--- config.mk ---
export PLATFORM = sky130hd
export DESIGN_NAME = dio_input_module
export DESIGN_NICKNAME = d
export VERILOG_FILES = /design/src/logic/dio_pkg.sv /design/src/logic/dio_filter.sv /design/src/logic/dio_input_module.sv
export SDC_FILE = /design/constraint.sdc
export NUM_CORES = 1
export LEC_CHECK = 0
export BUFFER_PORTS_ARGS = -buffer_cell sky130_fd_sc_hd__buf_2
export CAP_MARGIN = 20
export CORE_UTILIZATION = 36
export CTS_BUF_LIST = sky130_fd_sc_hd__clkbuf_4 sky130_fd_sc_hd__clkbuf_8
export DETAILED_ROUTE_END_ITERATION = 10
export PLACE_DENSITY_LB_ADDON = 0.25
export SLEW_MARGIN = 40
export SYNTH_ARGS = -nofsm -noshare
export SYNTH_HDL_FRONTEND = slang
export SYNTH_HIERARCHICAL = 1
export SYNTH_SLANG_ARGS = --single-unit
export TNS_END_PERCENT = 30
--- constraint.sdc ---
create_clock -name sys_clk -period 8.25 [get_ports sys_clk]
set_input_delay 2.475 -clock sys_clk [delete_from_list [all_inputs] [get_ports sys_clk]]
set_output_delay 2.475 -clock sys_clk [all_outputs]
set_load 0.01 [all_outputs]
--- src/logic/dio_pkg.sv ---
// Package: constants and carrier types for the eight-channel diagnostic input block
package dio_pkg;
	localparam int unsigned CLK_HZ          = 20_000_000;
	localparam int unsigned NUM_CH          = 8;
	// Input delay choices in microseconds
	localparam int unsigned DLY_0P5_US      = 500;
	localparam int unsigned DLY_3_US        = 3_000;
	localparam int unsigned DLY_15_US       = 15_000;
	localparam int unsigned DLY_20_US       = 20_000;
	localparam int unsigned CYC_PER_US      = CLK_HZ / 1_000_000;
	localparam int unsigned DLY_0P5_CYC     = DLY_0P5_US * CYC_PER_US;
	localparam int unsigned DLY_3_CYC       = DLY_3_US * CYC_PER_US;
	localparam int unsigned DLY_15_CYC      = DLY_15_US * CYC_PER_US;
	localparam int unsigned DLY_20_CYC      = DLY_20_US * CYC_PER_US;
	localparam int unsigned CNT_W           = 20;

	typedef enum logic [1:0] {DLY_0P5, DLY_3, DLY_15, DLY_20} in_delay_e;
	localparam in_delay_e   DLY_RESET       = DLY_3;

	// Per-channel configuration, all off after reset
	typedef struct packed {
		logic [7:0] short_det_en;
		logic [7:0] break_det_en;
		logic [7:0] rise_irq_en;
		logic [7:0] fall_irq_en;
	} ch_cfg_s;
	localparam ch_cfg_s     CH_CFG_RESET    = '0;

	// Module-wide configuration
	typedef struct packed {
		in_delay_e  in_delay;
		logic       diag_irq_en;
		logic       hw_irq_en;
	} mod_cfg_s;
	localparam mod_cfg_s    MOD_CFG_RESET   = '{in_delay: DLY_RESET, diag_irq_en: 1'b0,
		hw_irq_en: 1'b0};
endpackage

--- src/logic/dio_filter.sv ---
// Symmetric debounce filter for one input channel
`timescale 1ns/10ps
`default_nettype none
module dio_filter
	import dio_pkg::*;
#(
	parameter int unsigned W = CNT_W
)
(
	// Clock and reset
	input  wire logic         sys_clk,
	input  wire logic         rst,
	// Synchronised raw level and required stable time
	input  wire logic         raw_in,
	input  wire logic [W-1:0] limit,
	// Filtered level
	output logic              level
);
	// A one-bit count could not tell a running count from a finished one
	if (W < 2)
	begin : g_bad_w
		$error("Counter width too small");
	end

	logic [W-1:0] cnt_reg;
	logic [W-1:0] cnt_next;
	logic         lvl_reg;
	logic         lvl_next;

	// Both directions need the input to differ for limit cycles in a row
	always_comb
	begin
		cnt_next = '0;
		lvl_next = lvl_reg;
		if (raw_in != lvl_reg)
		begin
			if (cnt_reg + W'(1) >= limit)
				lvl_next = raw_in;
			else
				cnt_next = cnt_reg + W'(1);
		end
	end

	always_ff @(posedge sys_clk)
	begin
		if (rst)
		begin
			cnt_reg <= '0;
			lvl_reg <= 1'b0;
		end
		else
		begin
			cnt_reg <= cnt_next;
			lvl_reg <= lvl_next;
		end
	end

	assign level = lvl_reg;
endmodule // dio_filter
`default_nettype wire

--- src/logic/dio_input_module.sv ---
// Eight-channel digital input block with filtering, diagnostics and edge interrupts
// Function
// - One selectable input delay, 3 ms after reset
// - Delay filters rising and falling transitions alike
// - Per-channel short-to-ground detect enable, default off
// - Short/break raise diagnostic interrupt where enabled
// - Per-channel rising/falling edge hardware interrupts
// - Edge enables only settable with module enable
// - One indicator per channel shows filtered state
`timescale 1ns/10ps
`default_nettype none
module dio_input_module
	import dio_pkg::*;
#(
	parameter int unsigned CH = NUM_CH
)
(
	// Clock and reset
	input  wire logic          sys_clk,
	input  wire logic          rst,
	// Sensor inputs and analog fault comparators (asynchronous)
	input  wire logic [CH-1:0] sensor_in,
	input  wire logic [CH-1:0] short_sense,
	input  wire logic [CH-1:0] break_sense,
	// Configuration from the basic module, sampled when cfg_load is high
	input  wire logic          cfg_load,
	input  wire mod_cfg_s      mod_cfg_in,
	input  wire ch_cfg_s       ch_cfg_in,
	// Status
	output logic [CH-1:0]      status_led,
	output logic [CH-1:0]      fault_led,
	output logic [CH-1:0]      ch_state,
	// Interrupt pulses
	output logic [CH-1:0]      hw_irq_rise,
	output logic [CH-1:0]      hw_irq_fall,
	output logic [CH-1:0]      diag_irq
);
	// Per-channel fields of the carriers are fixed at eight bits
	if (CH != NUM_CH)
	begin : g_bad_ch
		$error("Channel count must be eight");
	end
	// The longest delay has to fit the shared counter width
	if (DLY_20_CYC >= (64'h1 << CNT_W))
	begin : g_bad_cnt
		$error("Delay counter too narrow for the longest delay");
	end

	////////////////////////////////////////////////////////////////////////////
	// Configuration
	mod_cfg_s mod_reg;
	mod_cfg_s mod_next;
	ch_cfg_s  ch_reg;
	ch_cfg_s  ch_next;

	always_comb
	begin
		mod_next = mod_reg;
		ch_next  = ch_reg;
		if (cfg_load)
		begin
			mod_next = mod_cfg_in;
			ch_next  = ch_cfg_in;
			// Edge enables are dropped unless the module enable comes with them
			if (!mod_cfg_in.hw_irq_en)
			begin
				ch_next.rise_irq_en = '0;
				ch_next.fall_irq_en = '0;
			end
		end
	end

	always_ff @(posedge sys_clk)
	begin
		if (rst)
		begin
			mod_reg <= MOD_CFG_RESET;
			ch_reg  <= CH_CFG_RESET;
		end
		else
		begin
			mod_reg <= mod_next;
			ch_reg  <= ch_next;
		end
	end

	function automatic logic [CNT_W-1:0] delay_cycles(input in_delay_e sel);
		unique case (sel)
			DLY_0P5: delay_cycles = CNT_W'(DLY_0P5_CYC);
			DLY_3:   delay_cycles = CNT_W'(DLY_3_CYC);
			DLY_15:  delay_cycles = CNT_W'(DLY_15_CYC);
			DLY_20:  delay_cycles = CNT_W'(DLY_20_CYC);
		endcase
	endfunction

	logic [CNT_W-1:0] limit;
	assign limit = delay_cycles(mod_reg.in_delay);

	////////////////////////////////////////////////////////////////////////////
	// Synchronisers and filters
	logic [CH-1:0] in_s1_reg;
	logic [CH-1:0] in_s2_reg;
	logic [CH-1:0] sh_s1_reg;
	logic [CH-1:0] sh_s2_reg;
	logic [CH-1:0] br_s1_reg;
	logic [CH-1:0] br_s2_reg;
	logic [CH-1:0] filt;

	always_ff @(posedge sys_clk)
	begin
		if (rst)
		begin
			in_s1_reg <= '0;
			in_s2_reg <= '0;
			sh_s1_reg <= '0;
			sh_s2_reg <= '0;
			br_s1_reg <= '0;
			br_s2_reg <= '0;
		end
		else
		begin
			in_s1_reg <= sensor_in;
			in_s2_reg <= in_s1_reg;
			sh_s1_reg <= short_sense;
			sh_s2_reg <= sh_s1_reg;
			br_s1_reg <= break_sense;
			br_s2_reg <= br_s1_reg;
		end
	end

	for (genvar i = 0; i < CH; i++)
	begin : g_ch
		dio_filter #(.W(CNT_W)) u_filt
		(
			.sys_clk (sys_clk),
			.rst     (rst),
			.raw_in  (in_s2_reg[i]),
			.limit   (limit),
			.level   (filt[i])
		);
	end

	////////////////////////////////////////////////////////////////////////////
	// Outputs and events
	logic [CH-1:0] prev_reg;
	logic [CH-1:0] fault;
	logic [CH-1:0] fault_reg;
	logic [CH-1:0] rise_next;
	logic [CH-1:0] fall_next;
	logic [CH-1:0] diag_next;
	logic [CH-1:0] rise_reg;
	logic [CH-1:0] fall_reg;
	logic [CH-1:0] diag_reg;
	logic [CH-1:0] led_reg;

	always_comb
	begin
		fault     = (sh_s2_reg & ch_reg.short_det_en) | (br_s2_reg & ch_reg.break_det_en);
		// Edge enables already imply the module enable; checked again for clarity
		rise_next = {CH{mod_reg.hw_irq_en}} & ch_reg.rise_irq_en & filt & ~prev_reg;
		fall_next = {CH{mod_reg.hw_irq_en}} & ch_reg.fall_irq_en & ~filt & prev_reg;
		// Interrupt only on a new fault, not while it persists
		diag_next = {CH{mod_reg.diag_irq_en}} & fault & ~fault_reg;
	end

	always_ff @(posedge sys_clk)
	begin
		if (rst)
		begin
			prev_reg  <= '0;
			fault_reg <= '0;
			rise_reg  <= '0;
			fall_reg  <= '0;
			diag_reg  <= '0;
			led_reg   <= '0;
		end
		else
		begin
			prev_reg  <= filt;
			fault_reg <= fault;
			rise_reg  <= rise_next;
			fall_reg  <= fall_next;
			diag_reg  <= diag_next;
			led_reg   <= filt;
		end
	end

	assign status_led  = led_reg;
	assign ch_state    = led_reg;
	assign fault_led   = fault_reg;
	assign hw_irq_rise = rise_reg;
	assign hw_irq_fall = fall_reg;
	assign diag_irq    = diag_reg;
endmodule // dio_input_module
`default_nettype wire

==> metrics.md <==
| Metric | Value |
|---|---|
| Pin count of the biggest net entering global routing | 73 |
| Seq/Total Area, Yosys | 37.8% |
| Number of nets at the end of the flow | 2072 |
| Detailed Route Iter0 Violations | 580 |
| Final Hold Viols | 0 |
| Placed cells | 2323 |
| Count of final setup violators | 0 |
| Ranking of synthesized cells by area | dfxtp_1, ha_1, nor3b_1 |
| Post-CTS Repair Setup Buffers | 0 |
| Total power density per cell area | 174 nW/µm² |
| Clock Skews | 15.5 ps |
| Result of the run | completed |
| Cell type with the highest aggregate area in the netlist | dfxtp_1 |
| Initial standard-cell utilization of the core | 36.7% |
| All-Layer GR Usage | 16.2% |
| Count of standard-cell rows | 75 |
| CTS sink count | 292 |
| Sort of element at the start of the critical path | flip-flop |
| Wire length of the first global-routing pass | 57000 µm |
| Root buffer cell | clkbuf_8 |
| Final setup margin | 3690 ps |
| Setup Slack @ Placement | 3650 ps |
| Setup TNS | 0 ps |
| Hold_buf cts | 0 |
| Min-delay worst type | flip-flop to flip-flop |
| Count of unique library cells instantiated by Yosys | 39 |
| Number of synthesized flops with an enable pin | 0 |
| Clock tree buffer depth | 3 |
| Clock latency reported for the late side of the worst-skew pair | 620 ps |
| CTS tree | done |
| Achievable Freq | 219 MHz |
| Area inside the core boundary | 42100 µm² |
| Finished Layout Cells | 2419 |
| Die height | 209 µm |
| Total routed wirelength | 34300 µm |
| I/O pins | 111 |
| Number of vias per cell | 4.83 |
| WS Path Type | flip-flop to flip-flop |
| Pins over their slew limit | 0 |
| DRC violations left | 0 |
| Transition at the pin with the smallest max-transition slack | 843 ps |
| Port buffer count | 110 |
| Count of cells resized by post-cts repair | 0 |
| Antenna violation net count after detailed routing | 0 |
| Leak Pwr | 7.68 nW |
| Top fanout value on the critical path | 21 |
| Endpoint required time on the critical path | 8780 ps |
| Setup repair after global routing missed its margin | false |
| Max-capacitance violation count | 0 |
| Worst-path clk slew | 60 ps |
| Detailed route wirelength on metal3 | 1860 µm |
| H-tree depth reported by CTS | 2 |
| First-pass detailed-route iteration total | 5 |
| Number of synthesized register bits | 292 |
| Number of CTS-inserted buffers | 51 |
| Final worst-path cycle share | 55.3% |
| Combined area of all synthesized cells | 15500 µm² |
| Grt total ovfl | 0 |
| Critical Path Sink Type | flip-flop |
| Fraction of registers with async set/reset | 0% |
| Die area | 43800 µm² |
| Most used flip-flop cell after synthesis | dfxtp_1 |
| WL/cell | 14.2 µm |
| Vias after detailed routing | 11676 |
| Overall power after layout | 3.09 mW |
| RePlAce Congestion | 0.781 |
| Synth top area share | 37.8% |
| Synthesized netlist cell count | 1672 |
| Met1 Wirelength | 16300 µm |
| Top layer reached by signal wires | met5 |
| Amount of wire on met2 after detailed routing | 15100 µm |
| Half-perimeter wire length of the detailed placement result | 24100 µm |
| Number of antenna violations at the first check in global routing | 4 |
| Relative area change from synthesis to final layout | 15.0% |
| Worst slew slack as a fraction of its limit | 43.6% |
| Via count of the first global-routing pass | 11465 |
| Critical path arrival | 5090 ps |
| Horiz. Die Dim | 209 µm |
| Synthesized area divided by synthesized cell count | 9.24 µm² |
| Yosys Warn Count | 6 |
| Tmin final | 4560 ps |
| Fraction of layout cells with a size suffix above 1 | 13.5% |
| Max VDD drop | 0.000124 V |
| Number of flip-flops in the largest register | 160 |
-- synth_stat cells, drive strengths merged, types with 11 or more instances --
library cell,instances
inv,187
o21ai,16
buf,39
nor2,62
ha,172
nand3,48
clkbuf,11
nor3b,144
nand2b,34
mux2i,27
a21oi,56
nor4,16
and4,16
a22o,16
nand4,48
nand2,113
nor3,64
dfxtp,292
nor2b,64
xnor2,104
xor2,48
a21o,24
-- worst paths after layout --
kind                      from                    to  slack [ps]  depth (start not counted)
setup reg to reg    mod_reg[3]  g_ch[1].u_filt/level        3690                         11
setup / recovery    mod_reg[3]  g_ch[1].u_filt/level        3690                         11
hold reg to reg   fault_led[7]           diag_irq[7]         410                          1
hold / removal    fault_led[7]           diag_irq[7]         410                          1
-- metal layers --
metal / global-route usage [%] / vias to the layer above
met4: 6.34 / 4
li1: - / 5988
met3: 4.15 / 68
met1: 20.7 / 5413
met5: 0 / -
met2: 25.9 / 203
-- kinds of logic after synthesis --
logic type / after synthesis / synth area share (%)
muxes: 27 / 1.75
AOI/OAI and AO/OA: 145 / 6.53
other: 2 / 0.0486
buffers and inverters: 245 / 7.47
DFF: 292 / 37.8
xor gates and xnor gates: 152 / 8.62
adders and majority gates: 172 / 13.9
and+or+nand+nor: 637 / 23.8
-- critical path, stage by stage (launching register included) --
cell and delay, ps:
dfxtp_1 390, ha_1 670, nor2_1 130, nor2_2 470, buf_4 390, inv_1 80
ha_1 300, nand4_1 130, or3_1 470, or4_1 600, o221ai_4 600, mux2i_1 260
-- cell type report --
class / instances / area (µm²)
fillers: 4139 / 24400
multi-input cells: 1189 / 8800
flip-flops and latches: 292 / 5850
clock buffers: 82 / 1050
inverters: 187 / 702
well taps: 539 / 674
repair buffers: 116 / 598
clock inverters: 11 / 86.3
diodes: 3 / 7.51
-- cells in the final DEF, fill, tap and decap left out, types with 56 or more instances in the layout --
cell type  synthesis  routed
xnor2_1          104     104
nor2b_1           64      64
nand2_1          113     113
nor3_1            64      59
inv_1            187     187
buf_2             12     109
a21oi_1           56      56
dfxtp_1          292     292
conb_1             2      56
nor3b_1          136     136
ha_1             172     172
nor2_1            61      60
clkbuf_8           0      70
-- power breakdown --
part           internal [mW]  switching (mW)  leakage, nW
Sequential              1.43          0.0101         2.37
Combinational         0.0769           0.125         4.70
Clock                  0.840           0.608        0.609
Total                   2.35           0.744         7.68
-- stage by stage --
step                      hold slack (ps)  instance area [µm²]  util, %
after detailed placement              407                16600     39.3
after floorplan                       414                15700        -
after CTS                             420                17700     42.0
after global routing                  439                17800     42.2
final                                 412                17800     42.2
after global placement                408                16500     39.1
No activity file was read; power rests on OpenSTA's default activity.
